`config.mk`:
```
export PLATFORM = sky130hd
export DESIGN_NAME = pcg_top
export DESIGN_NICKNAME = d
export VERILOG_FILES = /design/src/pcg_pkg.sv /design/src/pcg_top.sv
export SDC_FILE = /design/constraint.sdc
export NUM_CORES = 1
export LEC_CHECK = 0
export CELL_PAD_IN_SITES_DETAIL_PLACEMENT = 2
export CELL_PAD_IN_SITES_GLOBAL_PLACEMENT = 2
export CORE_UTILIZATION = 42
export DETAILED_ROUTE_END_ITERATION = 10
export DONT_BUFFER_PORTS = 1
export GPL_TIMING_DRIVEN = 0
export PLACE_DENSITY = 0.75
export SETUP_SLACK_MARGIN = 0.4
export SYNTH_ARGS = -nofsm -noshare
export SYNTH_HDL_FRONTEND = slang
export SYNTH_SLANG_ARGS = --single-unit
```
`constraint.sdc`:
```
create_clock -name clk_sys -period 7.9 [get_ports clk_sys]
set_input_delay 1.185 -clock clk_sys [delete_from_list [all_inputs] [get_ports clk_sys]]
set_output_delay 1.185 -clock clk_sys [all_outputs]
set_load 0.02 [all_outputs]
```
`src/pcg_pkg.sv`:
```
// Constants, field layout and types of the programmable CRC generator.
// Assumes an APB master with 32-bit data; each register is one aligned word.
package pcg_pkg;

    // ****************************************************************
    // Register byte offsets
    // ****************************************************************
    localparam logic [11:0] OFF_CTRL    = 12'h000;
    localparam logic [11:0] OFF_LENCFG  = 12'h004;
    localparam logic [11:0] OFF_TERMS_L = 12'h008;
    localparam logic [11:0] OFF_TERMS_H = 12'h00C;
    localparam logic [11:0] OFF_DATA_L  = 12'h010;
    localparam logic [11:0] OFF_DATA_H  = 12'h014;
    localparam logic [11:0] OFF_RES_L   = 12'h018;
    localparam logic [11:0] OFF_RES_H   = 12'h01C;

    // ****************************************************************
    // Field positions
    // ****************************************************************
    localparam int CTL_EN_BIT    = 15;
    localparam int CTL_SIDL_BIT  = 13;
    localparam int CTL_VW_LSB    = 8;
    localparam int CTL_FULL_BIT  = 7;
    localparam int CTL_EMPTY_BIT = 6;
    localparam int CTL_ISEL_BIT  = 5;
    localparam int CTL_GO_BIT    = 4;
    localparam int CTL_LEND_BIT  = 3;
    localparam int CFG_DW_LSB    = 8;
    localparam int CFG_POLY_LENGTH_FIELD_LSB  = 0;
    localparam int FIELD_W       = 5;

    // ****************************************************************
    // Depths, limits and reset values
    // ****************************************************************
    localparam logic [4:0] DEPTH_WIDE   = 5'h04;
    localparam logic [4:0] DEPTH_MID    = 5'h08;
    localparam logic [4:0] DEPTH_NARROW = 5'h10;
    localparam logic [4:0] WIDE_ABOVE   = 5'h0F;
    localparam logic [4:0] NARROW_BELOW = 5'h08;
    localparam logic [4:0] HIGH_HALF_DW = 5'h10;
    localparam logic       EMPTY_RST    = 1'b1;
    localparam logic [5:0] BITS_PER_CYC = 6'h02;

    typedef struct packed {
        logic en;
        logic sidl;
        logic isel;
        logic go;
        logic shift_direction_bit;
    } pcg_ctrl_t;

endpackage : pcg_pkg

```
`src/pcg_top.sv`:
```
// Programmable CRC generator: APB register file, data FIFO and 2-bit/cycle shift engine.
// Assumes one clock; sysIdle comes from logic on the same clock.
`timescale 1ns/1ps
module pcg_top
    import pcg_pkg::*;
#(
    parameter int ADDR_W = 12
) (
    input  wire logic              clk_sys,
    input  wire logic              nrst,
    input  wire logic              psel,
    input  wire logic              penable,
    input  wire logic              pwrite,
    input  wire logic [ADDR_W-1:0] paddr,
    input  wire logic [31:0]       pwdata,
    output logic      [31:0]       prdata,
    output logic                   pready,
    output logic                   pslverr,
    input  wire logic              sysIdle,
    output logic                   crcIrq
);

    // ****************************************************************
    // Helper functions
    // ****************************************************************
    function automatic logic [4:0] fifoDepth(input logic [4:0] dw);
        if (dw > WIDE_ABOVE) begin
            fifoDepth = DEPTH_WIDE;
        end else if (dw >= NARROW_BELOW) begin
            fifoDepth = DEPTH_MID;
        end else begin
            fifoDepth = DEPTH_NARROW;
        end
    endfunction : fifoDepth

    function automatic logic [31:0] lowMask(input logic [4:0] msb);
        lowMask = 32'hFFFFFFFF >> (5'h1F - msb);
    endfunction : lowMask

    function automatic logic [31:0] crcBit(input logic [31:0] crc, input logic din,
                                           input logic [31:0] poly, input logic [4:0] poly_length_field);
        logic fb;
        fb = din ^ crc[poly_length_field];
        crcBit = ((crc << 1) & lowMask(poly_length_field)) ^ (fb ? poly : 32'h00000000);
    endfunction : crcBit

    function automatic logic isMapped(input logic [ADDR_W-1:0] a);
        isMapped = (a == ADDR_W'(OFF_CTRL))    || (a == ADDR_W'(OFF_LENCFG)) ||
                   (a == ADDR_W'(OFF_TERMS_L)) || (a == ADDR_W'(OFF_TERMS_H)) ||
                   (a == ADDR_W'(OFF_DATA_L))  || (a == ADDR_W'(OFF_DATA_H)) ||
                   (a == ADDR_W'(OFF_RES_L))   || (a == ADDR_W'(OFF_RES_H));
    endfunction : isMapped

    // ****************************************************************
    // Declarations
    // ****************************************************************
    pcg_ctrl_t   ctrlQ;
    logic [4:0]  dwQ;
    logic [4:0]  plenQ;
    logic [31:0] termsQ;
    logic [15:0] datLoQ;
    logic [15:0] datHiQ;
    logic [31:0] resQ;
    logic [31:0] memQ [16];
    logic [3:0]  wrPtrQ;
    logic [3:0]  rdPtrQ;
    logic [4:0]  cntQ;
    logic [4:0]  cntD;
    logic [31:0] bufQ;
    logic [5:0]  bitsQ;
    logic [31:0] prdataQ;
    logic        preadyQ;
    logic        pslverrQ;
    logic        irqQ;
    logic        setupPh;
    logic        wrAcc;
    logic        wrCtl;
    logic        wrCfg;
    logic        wrTl;
    logic        wrTh;
    logic        wrDl;
    logic        wrDh;
    logic        wrRl;
    logic        wrRh;
    logic        fullNow;
    logic        emptyNow;
    logic        push;
    logic [31:0] pushWord;
    logic        run;
    logic        load;
    logic        step;
    logic        finish;
    logic        twoBits;
    logic [5:0]  idxA;
    logic [5:0]  idxB;
    logic [31:0] polyEff;
    logic [31:0] crcNext;
    logic [31:0] readMux;

    // ****************************************************************
    // APB slave
    // ****************************************************************
    assign setupPh = psel & ~penable;
    assign wrAcc   = psel & penable & preadyQ & pwrite;
    assign wrCtl   = wrAcc && (paddr == ADDR_W'(OFF_CTRL));
    assign wrCfg   = wrAcc && (paddr == ADDR_W'(OFF_LENCFG));
    assign wrTl    = wrAcc && (paddr == ADDR_W'(OFF_TERMS_L));
    assign wrTh    = wrAcc && (paddr == ADDR_W'(OFF_TERMS_H));
    assign wrDl    = wrAcc && (paddr == ADDR_W'(OFF_DATA_L));
    assign wrDh    = wrAcc && (paddr == ADDR_W'(OFF_DATA_H));
    assign wrRl    = wrAcc && (paddr == ADDR_W'(OFF_RES_L));
    assign wrRh    = wrAcc && (paddr == ADDR_W'(OFF_RES_H));

    always_comb begin
        readMux = 32'h00000000;
        unique case (paddr)
            ADDR_W'(OFF_CTRL): begin
                readMux[CTL_EN_BIT]                      = ctrlQ.en;
                readMux[CTL_SIDL_BIT]                    = ctrlQ.sidl;
                readMux[CTL_VW_LSB +: FIELD_W]           = cntQ;
                readMux[CTL_FULL_BIT]                    = fullNow;
                readMux[CTL_EMPTY_BIT]                   = emptyNow;
                readMux[CTL_ISEL_BIT]                    = ctrlQ.isel;
                readMux[CTL_GO_BIT]                      = ctrlQ.go;
                readMux[CTL_LEND_BIT]                    = ctrlQ.shift_direction_bit;
            end
            ADDR_W'(OFF_LENCFG): begin
                readMux[CFG_DW_LSB +: FIELD_W]           = dwQ;
                readMux[CFG_POLY_LENGTH_FIELD_LSB +: FIELD_W]         = plenQ;
            end
            ADDR_W'(OFF_TERMS_L): readMux[15:0]          = termsQ[15:0];
            ADDR_W'(OFF_TERMS_H): readMux[15:0]          = termsQ[31:16];
            ADDR_W'(OFF_DATA_L):  readMux[15:0]          = datLoQ;
            ADDR_W'(OFF_DATA_H):  readMux[15:0]          = datHiQ;
            ADDR_W'(OFF_RES_L):   readMux[15:0]          = resQ[15:0];
            ADDR_W'(OFF_RES_H):   readMux[15:0]          = resQ[31:16];
            default:              readMux                = 32'h00000000;
        endcase
    end

    // One wait-free access phase; answer is prepared during setup
    always_ff @(posedge clk_sys or negedge nrst) begin
        if (!nrst) begin
            preadyQ  <= 1'b0;
            pslverrQ <= 1'b0;
            prdataQ  <= 32'h00000000;
        end else begin
            preadyQ  <= setupPh;
            pslverrQ <= setupPh & ~isMapped(paddr);
            prdataQ  <= (setupPh & ~pwrite) ? readMux : 32'h00000000;
        end
    end

    // ****************************************************************
    // Configuration registers
    // ****************************************************************
    always_ff @(posedge clk_sys or negedge nrst) begin
        if (!nrst) begin
            dwQ    <= 5'h00;
            plenQ  <= 5'h00;
            termsQ <= 32'h00000000;
        end else begin
            if (wrCfg) begin
                dwQ   <= pwdata[CFG_DW_LSB +: FIELD_W];
                plenQ <= pwdata[CFG_POLY_LENGTH_FIELD_LSB +: FIELD_W];
            end
            if (wrTl) begin
                termsQ[15:0] <= {pwdata[15:1], 1'b0};
            end
            if (wrTh) begin
                termsQ[31:16] <= pwdata[15:0];
            end
        end
    end

    // Control bits; a software write of the start bit wins over a hardware clear
    always_ff @(posedge clk_sys or negedge nrst) begin
        if (!nrst) begin
            ctrlQ <= '0;
        end else if (wrCtl) begin
            ctrlQ.en      <= pwdata[CTL_EN_BIT];
            ctrlQ.sidl    <= pwdata[CTL_SIDL_BIT];
            ctrlQ.isel    <= pwdata[CTL_ISEL_BIT];
            ctrlQ.go      <= pwdata[CTL_GO_BIT] & pwdata[CTL_EN_BIT];
            ctrlQ.shift_direction_bit <= pwdata[CTL_LEND_BIT];
        end else if (!ctrlQ.en || finish) begin
            ctrlQ.go <= 1'b0;
        end
    end

    // ****************************************************************
    // Input data pair and FIFO
    // ****************************************************************
    assign fullNow  = (cntQ >= fifoDepth(dwQ));
    assign emptyNow = (cntQ == 5'h00);
    // The word is complete when the half holding its MSb is written
    assign push     = ctrlQ.en && !fullNow &&
                      ((wrDl && (dwQ < HIGH_HALF_DW)) || (wrDh && (dwQ >= HIGH_HALF_DW)));
    assign pushWord = (wrDl ? {16'h0000, pwdata[15:0]} : {pwdata[15:0], datLoQ}) & lowMask(dwQ);

    always_ff @(posedge clk_sys or negedge nrst) begin
        if (!nrst) begin
            datLoQ <= 16'h0000;
            datHiQ <= 16'h0000;
        end else if (!ctrlQ.en) begin
            datLoQ <= 16'h0000;
            datHiQ <= 16'h0000;
        end else begin
            if (wrDl) begin
                datLoQ <= pwdata[15:0];
            end
            if (wrDh) begin
                datHiQ <= pwdata[15:0];
            end
        end
    end

    always_ff @(posedge clk_sys) begin
        if (push) begin
            memQ[wrPtrQ] <= pushWord;
        end
    end

    always_comb begin
        cntD = cntQ + 5'(push) - 5'(load);
        if (!ctrlQ.en) begin
            cntD = 5'h00;
        end
    end

    always_ff @(posedge clk_sys or negedge nrst) begin
        if (!nrst) begin
            cntQ   <= 5'h00;
            wrPtrQ <= 4'h0;
            rdPtrQ <= 4'h0;
        end else begin
            cntQ <= cntD;
            if (!ctrlQ.en) begin
                wrPtrQ <= 4'h0;
                rdPtrQ <= 4'h0;
            end else begin
                wrPtrQ <= wrPtrQ + 4'(push);
                rdPtrQ <= rdPtrQ + 4'(load);
            end
        end
    end

    // ****************************************************************
    // Shift engine
    // ****************************************************************
    assign run     = ctrlQ.go && ctrlQ.en && !(ctrlQ.sidl && sysIdle);
    assign load    = run && (bitsQ == 6'h00) && (cntQ != 5'h00);
    assign step    = run && (bitsQ != 6'h00);
    assign finish  = run && (bitsQ == 6'h00) && (cntQ == 5'h00);
    assign twoBits = (bitsQ >= BITS_PER_CYC);
    assign polyEff = ({termsQ[31:1], 1'b1}) & lowMask(plenQ);

    always_comb begin
        if (ctrlQ.shift_direction_bit) begin
            idxA = {1'b0, dwQ} + 6'h01 - bitsQ;
            idxB = idxA + 6'h01;
        end else begin
            idxA = bitsQ - 6'h01;
            idxB = bitsQ - 6'h02;
        end
        crcNext = crcBit(resQ, bufQ[idxA[4:0]], polyEff, plenQ);
        if (twoBits) begin
            crcNext = crcBit(crcNext, bufQ[idxB[4:0]], polyEff, plenQ);
        end
    end

    always_ff @(posedge clk_sys or negedge nrst) begin
        if (!nrst) begin
            bufQ  <= 32'h00000000;
            bitsQ <= 6'h00;
        end else if (!ctrlQ.en) begin
            bufQ  <= 32'h00000000;
            bitsQ <= 6'h00;
        end else if (load) begin
            bufQ  <= memQ[rdPtrQ];
            bitsQ <= {1'b0, dwQ} + 6'h01;
        end else if (step) begin
            bitsQ <= bitsQ - (twoBits ? BITS_PER_CYC : 6'h01);
        end
    end

    // Result pair doubles as the remainder; software writes win
    always_ff @(posedge clk_sys or negedge nrst) begin
        if (!nrst) begin
            resQ <= 32'h00000000;
        end else if (!ctrlQ.en) begin
            resQ <= 32'h00000000;
        end else if (wrRl || wrRh) begin
            if (wrRl) begin
                resQ[15:0] <= pwdata[15:0];
            end
            if (wrRh) begin
                resQ[31:16] <= pwdata[15:0];
            end
        end else if (step) begin
            resQ <= crcNext & lowMask(plenQ);
        end
    end

    // ****************************************************************
    // Interrupt pulse
    // ****************************************************************
    always_ff @(posedge clk_sys or negedge nrst) begin
        if (!nrst) begin
            irqQ <= 1'b0;
        end else begin
            irqQ <= ctrlQ.en && ((!ctrlQ.isel && (cntQ == 5'h01) && (cntD == 5'h00)) ||
                                 (ctrlQ.isel && finish && !wrCtl));
        end
    end

    assign prdata  = prdataQ;
    assign pready  = preadyQ;
    assign pslverr = pslverrQ;
    assign crcIrq  = irqQ;
endmodule : pcg_top

```
-- Word-level counts from Yosys, hierarchy flattened
Memories as Yosys holds them, arrays and structs flattened.
Cells that the tools add are included.
- register bits: 180
- memory bits (writable): 512
- bits of input ports: 50
- memories kept: 1
- output and inout bits: 35
- order comparisons: 9
- reduce and logical (&&, ||, !) cells: 49
- add/subtract/negate cells: 12
- mux-type cells: 46
- bitwise logic cells: 19
- shift operators: 2
- equality and inequality tests: 15
- memories (memory ; depth ; width ; rd ports ; clocked after memory_dff ; write ports ; RTL line ; RTL):
    memQ ; 16 ; 32 ; 1 ; 0 ; 1 ; pcg_top.sv:64 ; logic [31:0] memQ [16];
- operators with widths (cell ; number):
    2-to-1 mux 32 bit ; 9
    AND 32 bit ; 5
    2-to-1 mux 16 bit ; 7
    >> shifter 32 x 5 -> 32 bit (first input constant) ; 2
    XOR 32 bit ; 2
    == test 12 x 5 -> 1 bit (second input constant) ; 4
    one-hot mux 3 bit (7 select lines) ; 2
    one-hot mux 5 bit (8 select lines) ; 1
    2-to-1 mux 5 bit ; 5
    == test 12 x 4 -> 1 bit (second input constant) ; 2
    logical AND 1 bit ; 24
    binary-select mux 1 bit (select 5 bit) ; 4
    less-than comparator 5 x 6 -> 1 bit (second input constant) ; 3
    2-to-1 mux 6 bit ; 3
    one-hot mux 2 bit (8 select lines) ; 1
    one-hot mux 1 bit (7 select lines) ; 2
    == test 12 x 3 -> 1 bit (second input constant) ; 1
    zero test 12 bit ; 1
    logical OR 1 bit ; 11
    zero test 5 bit ; 2
    subtractor 5 bit (first input constant) ; 2
    adder 4 x 1 -> 4 bit ; 2
    2-to-1 mux 1 bit ; 8
    2-to-1 mux 4 bit ; 2
    other kinds (29) ; 47

-- Longest topological paths before layout
Gate-level depths: netlist of the first run.
- depth after elaboration: 18
- gate-level depth with buffers: 26

-- Worst setup path before layout of the first run
No wires, ideal clock.
- path type: input -> register
- from: in paddr[1]
- to: mem memQ[12][0] (enable)
- arrival time: 6.327 ns
- setup time: 0.501 ns
- setup slack: 1.072 ns
- stages on the path: 10
- required time: 7.399 ns
- path buffers: 1
- cell sequence: nor3_1 > and4_1 > nand2_1 > nor3_1 > nand2_1 > o21ai_0 > and3_1 > clkbuf_1 > inv_1 > nor4_1
- longest elaborated chain between the ends: 7
- elaborated cells on any way between the ends: 10
- RTL lines (item ; RTL line ; RTL):
    from (decl) ; pcg_top.sv:14 ; input wire logic [ADDR_W-1:0] paddr,
    == test 12 x 5 -> 1 bit, on equally long branches ; pcg_top.sv:109, pcg_top.sv:110 ;
    logical AND 1 bit, on equally long branches ; pcg_top.sv:109, pcg_top.sv:110 ;
    logical AND 1 bit ; pcg_top.sv:198 ; ((wrDl && (dwQ < HIGH_HALF_DW)) || (wrDh && (dwQ >= HIGH_HALF_DW)));
    logical OR 1 bit (*) ; pcg_top.sv:198 ;
    logical AND 1 bit (*) ; pcg_top.sv:197 ; assign push = ctrlQ.en && !fullNow &&
    2-to-1 mux 1 bit (*) ; pcg_top.sv:219 ; if (push) begin
    2-to-1 mux 1 bit (not written as such) (*) ; pcg_top.sv:220 ; memQ[wrPtrQ] <= pushWord;
    to (decl) ; pcg_top.sv:64 ;
Every way passes the cells marked *; elsewhere a longest branch is shown, timed or not.

-- Worst setup path in the final report of the first run
- from: reg dwQ[1]
- to: reg resQ[8]
- longest elaborated chain between the ends: 18
- elaborated cells on any way between the ends: 23
- RTL lines (item ; RTL line ; RTL):
    from (decl) ; pcg_top.sv:58 ; logic [4:0] dwQ;
    from (signal assigned) ; pcg_top.sv:164 ; dwQ <= pwdata[CFG_DW_LSB +: FIELD_W];
    adder 5 x 1 -> 6 bit (*) ; - ;
    subtractor 5 bit (*) ; pcg_top.sv:260 ; idxA = {1'b0, dwQ} + 6'h01 - bitsQ;
    2-to-1 mux 5 bit ; pcg_top.sv:259 ; if (ctrlQ.shift_direction_bit) begin
    binary-select mux 1 bit (select 5 bit) ; pcg_top.sv:266 ; crcNext = crcBit(resQ, bufQ[idxA[4:0]], polyEff, plenQ);
    2-to-1 mux 1 bit (not written as such) ; pcg_top.sv:266 ;
    XOR 1 bit ; pcg_top.sv:43 ; fb = din ^ crc[poly_length_field];
    2-to-1 mux 32 bit ; pcg_top.sv:44 ; crcBit = ((crc << 1) & lowMask(poly_length_field)) ^ (fb ? poly : 32'h00000000);
    XOR 32 bit ; pcg_top.sv:44 ;
    [... 2 more ...] ; - ;
    XOR 1 bit ; pcg_top.sv:43 ;
    2-to-1 mux 32 bit ; pcg_top.sv:44 ;
    XOR 32 bit ; pcg_top.sv:44 ;
    2-to-1 mux 32 bit (*) ; pcg_top.sv:267 ; if (twoBits) begin
    AND 32 bit (*) ; pcg_top.sv:301 ; resQ <= crcNext & lowMask(plenQ);
    2-to-1 mux 32 bit (*) ; pcg_top.sv:300 ; end else if (step) begin
    2-to-1 mux 32 bit (*) ; pcg_top.sv:293 ; end else if (wrRl || wrRh) begin
    2-to-1 mux 32 bit (*) ; pcg_top.sv:291 ; end else if (!ctrlQ.en) begin
    to (signal assigned) ; pcg_top.sv:295 ; resQ[15:0] <= pwdata[15:0];
    to (signal assigned) ; pcg_top.sv:301 ;
    to (decl) ; pcg_top.sv:63 ; logic [31:0] resQ;
Every way passes the cells marked *; elsewhere a longest branch is shown, timed or not. The select of a mux whose other input is x is not followed.
A chain may end at the register's enable or synchronous reset.

==> results of run 1 <==
==> through the flow <==
step	hold WS (ps)	power, mW	setup WS, ps	instance area (µm²)	cells
floorplan	484.1	3.977	1072	32060	2312
global placement	515.3	3.986	-4471	33270	3281
detailed placement	529.7	3.989	227.7	34010	3331
CTS	202.8	7.638	408.0	36530	3471
global route	221.0	7.745	453.7	36560	3471
finish	241.8	7.611	600.4	36570	3475
==> cells by family (layout without fill, tap and decap cells) <==
group,after synthesis,after routing
flip-flops,692,692
AND/OR/NAND/NOR,548,548
AO/OA/AOI/OAI,478,478
multiplexers,266,266
buffers and inverters,216,406
XOR/XNOR,63,63
adder cells (fa/ha/maj),33,33
other,1,20
==> report_power, final <==
part / leakage [nW] / switching, mW / internal, mW
Clock: 1.21 / 1.65 / 2.05
Combinational: 4.09 / 0.0292 / 0.0105
Sequential: 7.49 / 0.00123 / 3.87
Total: 12.8 / 1.68 / 5.93
==> cells in the mapped netlist, drive strengths merged (8+ instances only) <==
cell type	number	share of area (%)
a31oi	43	0.84
a21oi	91	1.4
a311oi	11	0.30
o22ai	11	0.22
and2	29	0.57
xnor2	35	0.96
mux2	46	1.6
nand2	234	2.7
or3	13	0.25
a31o	26	0.71
nand2b	13	0.25
a21boi	21	0.49
a22oi	48	1.1
nand4	15	0.29
nor2	84	0.99
a22o	8	0.22
nand3	36	0.56
mux2i	96	3.0
and4	12	0.33
a221oi	33	0.90
and3	21	0.41
clkbuf	113	1.3
nor4	12	0.23
xor2	28	0.77
mux4	124	8.7
nor3	22	0.34
ha	30	1.2
edfxtp	512	48
dfrtp	180	14
inv	53	0.62
nor2b	24	0.47
nand3b	12	0.28
a211oi	20	0.47
a21o	9	0.21
o21ai	80	1.3
a222oi	9	0.28
buf	50	0.87
==> registers in the layout, summed over array words and instances, names as in the netlist, 4 cells and up <==
signal  count
prdata     16
cntQ        5
memQ      512
ctrlQ       5
datLoQ     16
plenQ       5
termsQ     31
bitsQ       6
bufQ       32
dwQ         5
wrPtrQ      4
rdPtrQ      4
datHiQ     16
resQ       32
==> cell type report <==
class / count / area, µm² / area share [%]
Clock buffer: 103 / 2043 / 5.587
Sequential cell: 692 / 19880 / 54.36
Timing Repair Buffer: 50 / 580.6 / 1.588
Buffer: 163 / 705.7 / 1.930
Tap cell: 969 / 1212 / 3.315
Clock inverter: 37 / 471.7 / 1.290
Inverter: 53 / 198.9 / 0.5440
Antenna cell: 4 / 10.01 / 0.02737
Multi-Input combinational cell: 1404 / 11470 / 31.35
==> what timing repair did <==
action,in CTS,in global routing
gates resized for setup,2,6
pin swaps,0,0
setup endpoints to repair,28,28
==> path summary, 6_finish.rpt <==
check	slack (ps)	end	cells after the start
setup / recovery	600	resQ[8]$_DFFE_PN0P_	21
hold / removal	240	pslverr$_DFF_PN0_	0
setup reg to reg	600	resQ[8]$_DFFE_PN0P_	21
hold reg to reg	550	bufQ[14]$_DFFE_PN0P_	2
max in group asynchronous	7270	termsQ[9]$_DFFE_PN0P_	0
min in group clk_sys	550	bufQ[14]$_DFFE_PN0P_	2
==> routing by layer <==
layer  GRT usage, %  up-vias  wire length, µm
met5              0        -                0
li1               -     9190                -
met3          6.246      402            10740
met1          45.61    12380            53730
met2          57.93     1353            64900
met4          19.14        0             8087
==> worst max-delay path, delay by kind of cell, from the launching register on <==
| kind | cells | cell delay, ps |
|---|---|---|
| and+or+nand+nor | 6 | 1540 |
| AOI/OAI and AO/OA | 4 | 1000 |
| adders and majority gates | 2 | 1140 |
| buffers and inverters | 5 | 1490 |
| xor gates and xnor gates | 1 | 160 |
| muxes | 3 | 1190 |
| DFF | 1 | 630 |
==> impl_metrics.csv, run 1 <==
group,metric,value,unit
outcome,result_of_the_run,"complete, but fails checks",
outcome,violations,"capacitance limit, slew limit",
place,gp_routability_congestion,0.9748,
global_route,grt_start_max_net_pins,181,
yosys,post_synth_num_cell_types,72,
cells_and_area,layout_commonest_cell,"edfxtp_1",
timing,fin_skew,47.06,ps
timing,max_clock_freq,137.0,MHz
yosys,edff_count_synth,512,
yosys,yosys_most_used_dff,"edfxtp_1",
timing,tightestPinTransition,1515,ps
clock_tree,clk_path_buf_depth,3,
floorplan,design.core.area,0.07495,mm²
timing,fin_crit_sh,92.40,%
routing,firstDrtPassIters,6,
flow_run,timing.max_cap.violations,2,
global_route,grt_overflow,0,
place,port_buffers,0,
cells_and_area,nets,2523,
global_route,grt_use_total,35.65,%
power_and_ir_drop,p_leak,12.79,nW
floorplan,initial_utilization,42.70,%
timing,hold_viol_final,0,
clock_tree,clkTransAtPathRegs,70,ps
place,dp_hpwl,93300,µm
cells_and_area,drive_above_1_share,17.27,%
setup_path,path_common_cell,"buf_2",
yosys,synth_xor_area_share,1.724,%
floorplan,floorplan.die.height,278.1,µm
setup_path,critical-path-max-stage-delay,630,ps
routing,iteration_0_drc_count_of_the_detailed_router,2923,
power_and_ir_drop,p_per_area,208.1,mW/mm²
clock_tree,clock_sinks,692,
floorplan,core.rowCount,100,
setup_path,critical_path_required,8450,ps
routing,drc_errors,0,
yosys,synth-simple-area-share,8.272,%
yosys,muxShareOfSynthArea,13.39,%
clock_tree,cts_tree,"yes",
global_route,via_count_of_the_first_global_routing_pass,25140,
yosys,synth_top_family_by_area,"multiplexers",
setup_path,worstPathArrival,7850,ps
power_and_ir_drop,peak_vdd_ir,0.2161,mV
yosys,netlist_instances,2297,
cells_and_area,syn_to_final_growth,14.26,%
setup_path,critPathCaptureType,"flip-flop",
clock_tree,worstSkewPairLatency,660,ps
yosys,post_synth.cell_area_avg,13.93,µm²
setup_path,critPathLaunch,"dwQ[1]$_DFFE_PN0P_",
timing,setup_violations,0,
global_route,global_route_wire_length_before_repair,193400,µm
setup_path,r2r_start,"dwQ[1]$_DFFE_PN0P_",
timing,rsz_0062_raised_after_global_routing,"no",
routing,drt-vias-per-instance,6.712,
clock_tree,cts_root_buffer,"clkbuf_16",
clock_tree,holdBufCountCts,0,
setup_path,worst_setup_path_start_kind,"flip-flop",
timing,setup_total_negative_slack,0,ps
cells_and_area,postLayoutCoreUtil,48.79,%
timing,slew-limit-headroom,-1.010,%
setup_path,critical_path.cell_chain,"inv_1 -> ha_1 -> fa_1 -> inv_1 -> mux2i_4 -> mux4_2 -> mux2i_1 -> nand3_1 -> nand4_1 -> buf_2 -> buf_2 -> a31oi_1 -> o21bai_1 -> o221ai_1 -> nor4_4 -> nand4_1 -> nand4b_4 -> buf_2 -> nand2_1 -> xor2_1 -> o31ai_1",
yosys,synth-warning-count,0,
yosys,ys_seq_area_share,62.11,%
routing,drt-total-wl,137500,µm
clock_tree,htree_depth,3,
cells_and_area,final_cell_mix,"edfxtp_1 (512), nand2_1 (234), dfrtp_1 (179)",
floorplan,io-pin-count,85,
min_path,worstHoldPathType,"in2async",
timing,timing.final.max_slew_violations,17,
cells_and_area,fill_cells,7037,
yosys,async_flop_share,26.01,%
floorplan,dieArea,0.07731,mm²
yosys,synthesis.area,0.03201,mm²
floorplan,floorplan.die.width,278.1,µm
routing,wl_per_cell,39.56,µm
yosys,yosys_register_bits,692,
clock_tree,post_cts_buffers,0,
setup_path,worst_path_max_delay_cell,"dfrtp_1",
yosys,synth_compound_gate_area_share,10.32,%
routing,route.vias.total,23320,
timing,layout_min_cycle_time,7300,ps
routing,detail-route-antenna-nets,0,
clock_tree,cts_made_buffers,76,
setup_path,largest_driver_fanout_on_the_critical_path,10,
setup_path,category_of_the_critical_setup_timing_path,"reg2reg",
yosys,post_synth_fa_ha_maj_area_fraction,1.360,%
global_route,grt_antenna_before_repair,3,
No activity file was read; power rests on OpenSTA's default activity.
==> inputs of run 2 (changes only) <==
--- a/config.mk
+++ b/config.mk
@@ -5,13 +5,14 @@
 export SDC_FILE = /design/constraint.sdc
 export NUM_CORES = 1
 export LEC_CHECK = 0
+export ABC_AREA = 1
 export CELL_PAD_IN_SITES_DETAIL_PLACEMENT = 2
 export CELL_PAD_IN_SITES_GLOBAL_PLACEMENT = 2
-export CORE_UTILIZATION = 42
+export CORE_UTILIZATION = 41
 export DETAILED_ROUTE_END_ITERATION = 10
 export DONT_BUFFER_PORTS = 1
 export GPL_TIMING_DRIVEN = 0
-export PLACE_DENSITY = 0.75
+export PLACE_DENSITY = 0.81
 export SETUP_SLACK_MARGIN = 0.4
 export SYNTH_ARGS = -nofsm -noshare
 export SYNTH_HDL_FRONTEND = slang
==> run 2 against run 1 <==
  * The run still ends with capacitance limit, slew limit left
  * Sequential power hardly changed
  * Cell count is 36% higher
  * Maximum frequency is 12% higher
  * Sequential cell count stayed put
  * Register-to-register slack better by 790 ps
  * Hold slack worse by 21 ps
  * Sequential share of layout area is 1.2 points lower
  * Setup slack better by 790 ps
  * Global-route usage is 4.5 points higher
  * Cell area is 2.2% higher
==> impl_metrics.csv, run 2 <==
group,metric,value,unit
floorplan,initial_utilization,41.56,%
timing,layout_min_cycle_time,6510,ps
setup_path,setup_slack_of_the_most_critical_reg_to_reg_path,1390,ps
setup_path,crit_end,"resQ[18]$_DFFE_PN0P_",
timing,fin_crit_sh,82.40,%
clock_tree,cts_made_buffers,76,
min_path,worstHoldPathType,"in2async",
setup_path,largest_driver_fanout_on_the_critical_path,10,
setup_path,regToRegEndpoint,"resQ[18]$_DFFE_PN0P_",
yosys,yosys_register_bits,692,
routing,firstDrtPassIters,6,
place,dpl-instance-area,0.03479,mm²
cells_and_area,nets,3677,
clock_tree,clock_sinks,692,
timing,post-route-worst-setup-slack,1390,ps
setup_path,rr_worst_depth,35,
yosys,yosys.area.top_type,"edfxtp_1",
yosys,ys_seq_area_share,60.36,%
place,dp_cells,4564,
timing,tightestPinTransition,1555,ps
timing,hold_viol_final,0,
clock_tree,clkTransAtPathRegs,70,ps
timing,timing.final.max_slew_violations,19,
place,dp_hpwl,115700,µm
place,port_buffers,0,
setup_path,worst-path-stages,35,
cells_and_area,flip_flop_count_of_the_largest_register_all_copies_and_words_added,512,
clock_tree,post_cts.resized_instances,0,
power_and_ir_drop,p_leak,14.01,nW
routing,route.vias.total,30180,
yosys,yosys_most_used_dff,"edfxtp_1",
floorplan,io-pin-count,85,
cells_and_area,layout_commonest_cell,"nand2_1",
clock_tree,htree_depth,3,
cells_and_area,final_cell_mix,"nand2_1 (815), edfxtp_1 (512), nor2_1 (368)",
floorplan,floorplan.die.width,285.4,µm
clock_tree,clk_path_buf_depth,3,
outcome,result_of_the_run,"complete, but fails checks",
timing,hold-worst-slack,220.8,ps
setup_path,critPathLaunch,"dwQ[3]$_DFFE_PN0P_",
place,pre_cts_ws,1850,ps
global_route,global_route_wire_length_before_repair,234100,µm
floorplan,dieArea,0.08147,mm²
yosys,post_synth.cell_area_avg,9.459,µm²
yosys,yosys-top-cells-area,"edfxtp_1 (47%), dfrtp_1 (14%), nand2_1 (9.3%)",
clock_tree,cts_root_buffer,"clkbuf_16",
place,gp_routability_congestion,0.9512,
cells_and_area,registers.top_by_ff_count,"memQ",
routing,detail-route-antenna-nets,0,
setup_path,critical-path-max-stage-delay,520,ps
floorplan,core.rowCount,103,
setup_path,critical_path_required,8440,ps
flow_run,timing.max_cap.violations,2,
setup_path,worst_path_max_delay_cell,"o21ai_0",
yosys,netlist_instances,3482,
yosys,edff_count_synth,512,
routing,iteration_0_drc_count_of_the_detailed_router,3603,
setup_path,worstPathArrival,7050,ps
yosys,synth_top_cell_area_share,46.68,%
clock_tree,worstSkewPairLatency,680,ps
clock_tree,post_cts_buffers,0,
setup_path,category_of_the_critical_setup_timing_path,"reg2reg",
routing,wl_per_cell,35.17,µm
setup_path,worst_setup_path_start_kind,"flip-flop",
setup_path,path_delay_family,"simple AND/OR/NAND/NOR gates",
global_route,grt_use_total,40.15,%
cells_and_area,biggestRegsByFlops,"memQ x512, bufQ x32, resQ x32",
setup_path,r2r_start,"dwQ[3]$_DFFE_PN0P_",
clock_tree,holdBufCountCts,0,
routing,drt-total-wl,165700,µm
cells_and_area,finish.cell_count_without_fillers,4711,
yosys,synth_top_cells_by_count,"nand2_1 (815), edfxtp_1 (512), nor2_1 (388)",
global_route,via_count_of_the_first_global_routing_pass,32280,
cells_and_area,syn_to_final_growth,13.50,%
power_and_ir_drop,p_per_area,208.9,mW/mm²
timing,slew-limit-headroom,-3.645,%
yosys,async_flop_share,26.01,%
cells_and_area,finish.instance_area,0.03738,mm²
yosys,synth_most_common_cell,"nand2_1",
yosys,synthesis.area,0.03294,mm²
floorplan,floorplan.die.height,285.4,µm
cells_and_area,drive_above_1_share,6.510,%
outcome,violations,"capacitance limit, slew limit",
floorplan,design.core.area,0.07926,mm²
timing,rsz_0062_raised_after_global_routing,"no",
timing,setup_total_negative_slack,0,ps
routing,drc_errors,0,
global_route,grt_overflow,0,
yosys,synth-warning-count,0,
timing,max_clock_freq,153.6,MHz
global_route,grt_antenna_before_repair,8,
yosys,post_synth_num_cell_types,50,
routing,drt-vias-per-instance,6.407,
setup_path,path_common_cell,"nand2_1",
setup_path,critPathBufInv,8,
timing,fin_skew,37.86,ps
timing,setup_violations,0,
setup_path,critPathCaptureType,"flip-flop",
clock_tree,cts_tree,"yes",
global_route,grt_start_max_net_pins,181,
power_and_ir_drop,peak_vdd_ir,0.1994,mV
==> run 2: report_power, final <==
part	leakage [nW]	internal (mW)	switching, mW
clock	1.22	2.07	1.68
sequential	6.25	3.87	0.00315
combinational	6.53	0.0551	0.141
==> run 2: layout make-up <==
type / count / area (µm²)
fillers: 8388 / 41880
multi-input cells: 2308 / 11220
clock buffers: 108 / 2115
well taps: 1050 / 1314
plain buffers: 200 / 943.4
inverters: 297 / 1115
diodes: 5 / 12.51
clock inverters: 32 / 424.2
repair buffers: 19 / 361.6
flip-flops and latches: 692 / 19880
==> run 2: worst min-delay path by stage <==
stage                            end  slack [ps]  depth (start not counted)
2_1_floorplan   resQ[10]$_DFFE_PN0P_         450                          2
3_3_place_gp    resQ[21]$_DFFE_PN0P_         460                          2
3_5_place_dp    resQ[30]$_DFFE_PN0P_         470                          2
4_1_cts        datLoQ[0]$_DFFE_PN0P_         210                          0
5_1_grt         resQ[18]$_DFFE_PN0P_         210                          0
6_report        resQ[18]$_DFFE_PN0P_         220                          0
==> run 2: per-stage QoR <==
stage | power, mW | util (%)
3_3_place_gp | 4.126 | 43.29
6_report | 7.810 | 47.17
5_1_grt | 7.916 | 47.15
3_5_place_dp | 4.133 | 43.90
2_1_floorplan | 4.064 | -
4_1_cts | 7.787 | 47.10
==> run 2: kinds of logic after synthesis <==
logic type | share of synthesized area [%]
mux | 0.1558
buf+inv | 6.249
flops | 60.36
simple gates | 20.16
compound gates | 11.48
fa+ha+maj | 1.322
other cells | 0.01139
xor+xnor | 0.2659
==> run 2: layer usage <==
metal	part of all wire, %	vias to the layer above	routed length (µm)	global-route usage (%)
met1	38	15470	62750	50.79
met5	0.063	-	104	0
met3	11	549	17800	10.53
li1	-	12190	-	-
met4	6.3	16	10500	23.18
met2	45	1958	74530	62.32
==> run 2: worst reg2reg max path: cells and delay by family (launching register included) <==
family / cells / cell delay [ps]
simple gates: 24 / 3470
fa+ha+maj: 1 / 360
compound gates: 2 / 740
buf+inv: 8 / 1520
flops: 1 / 330
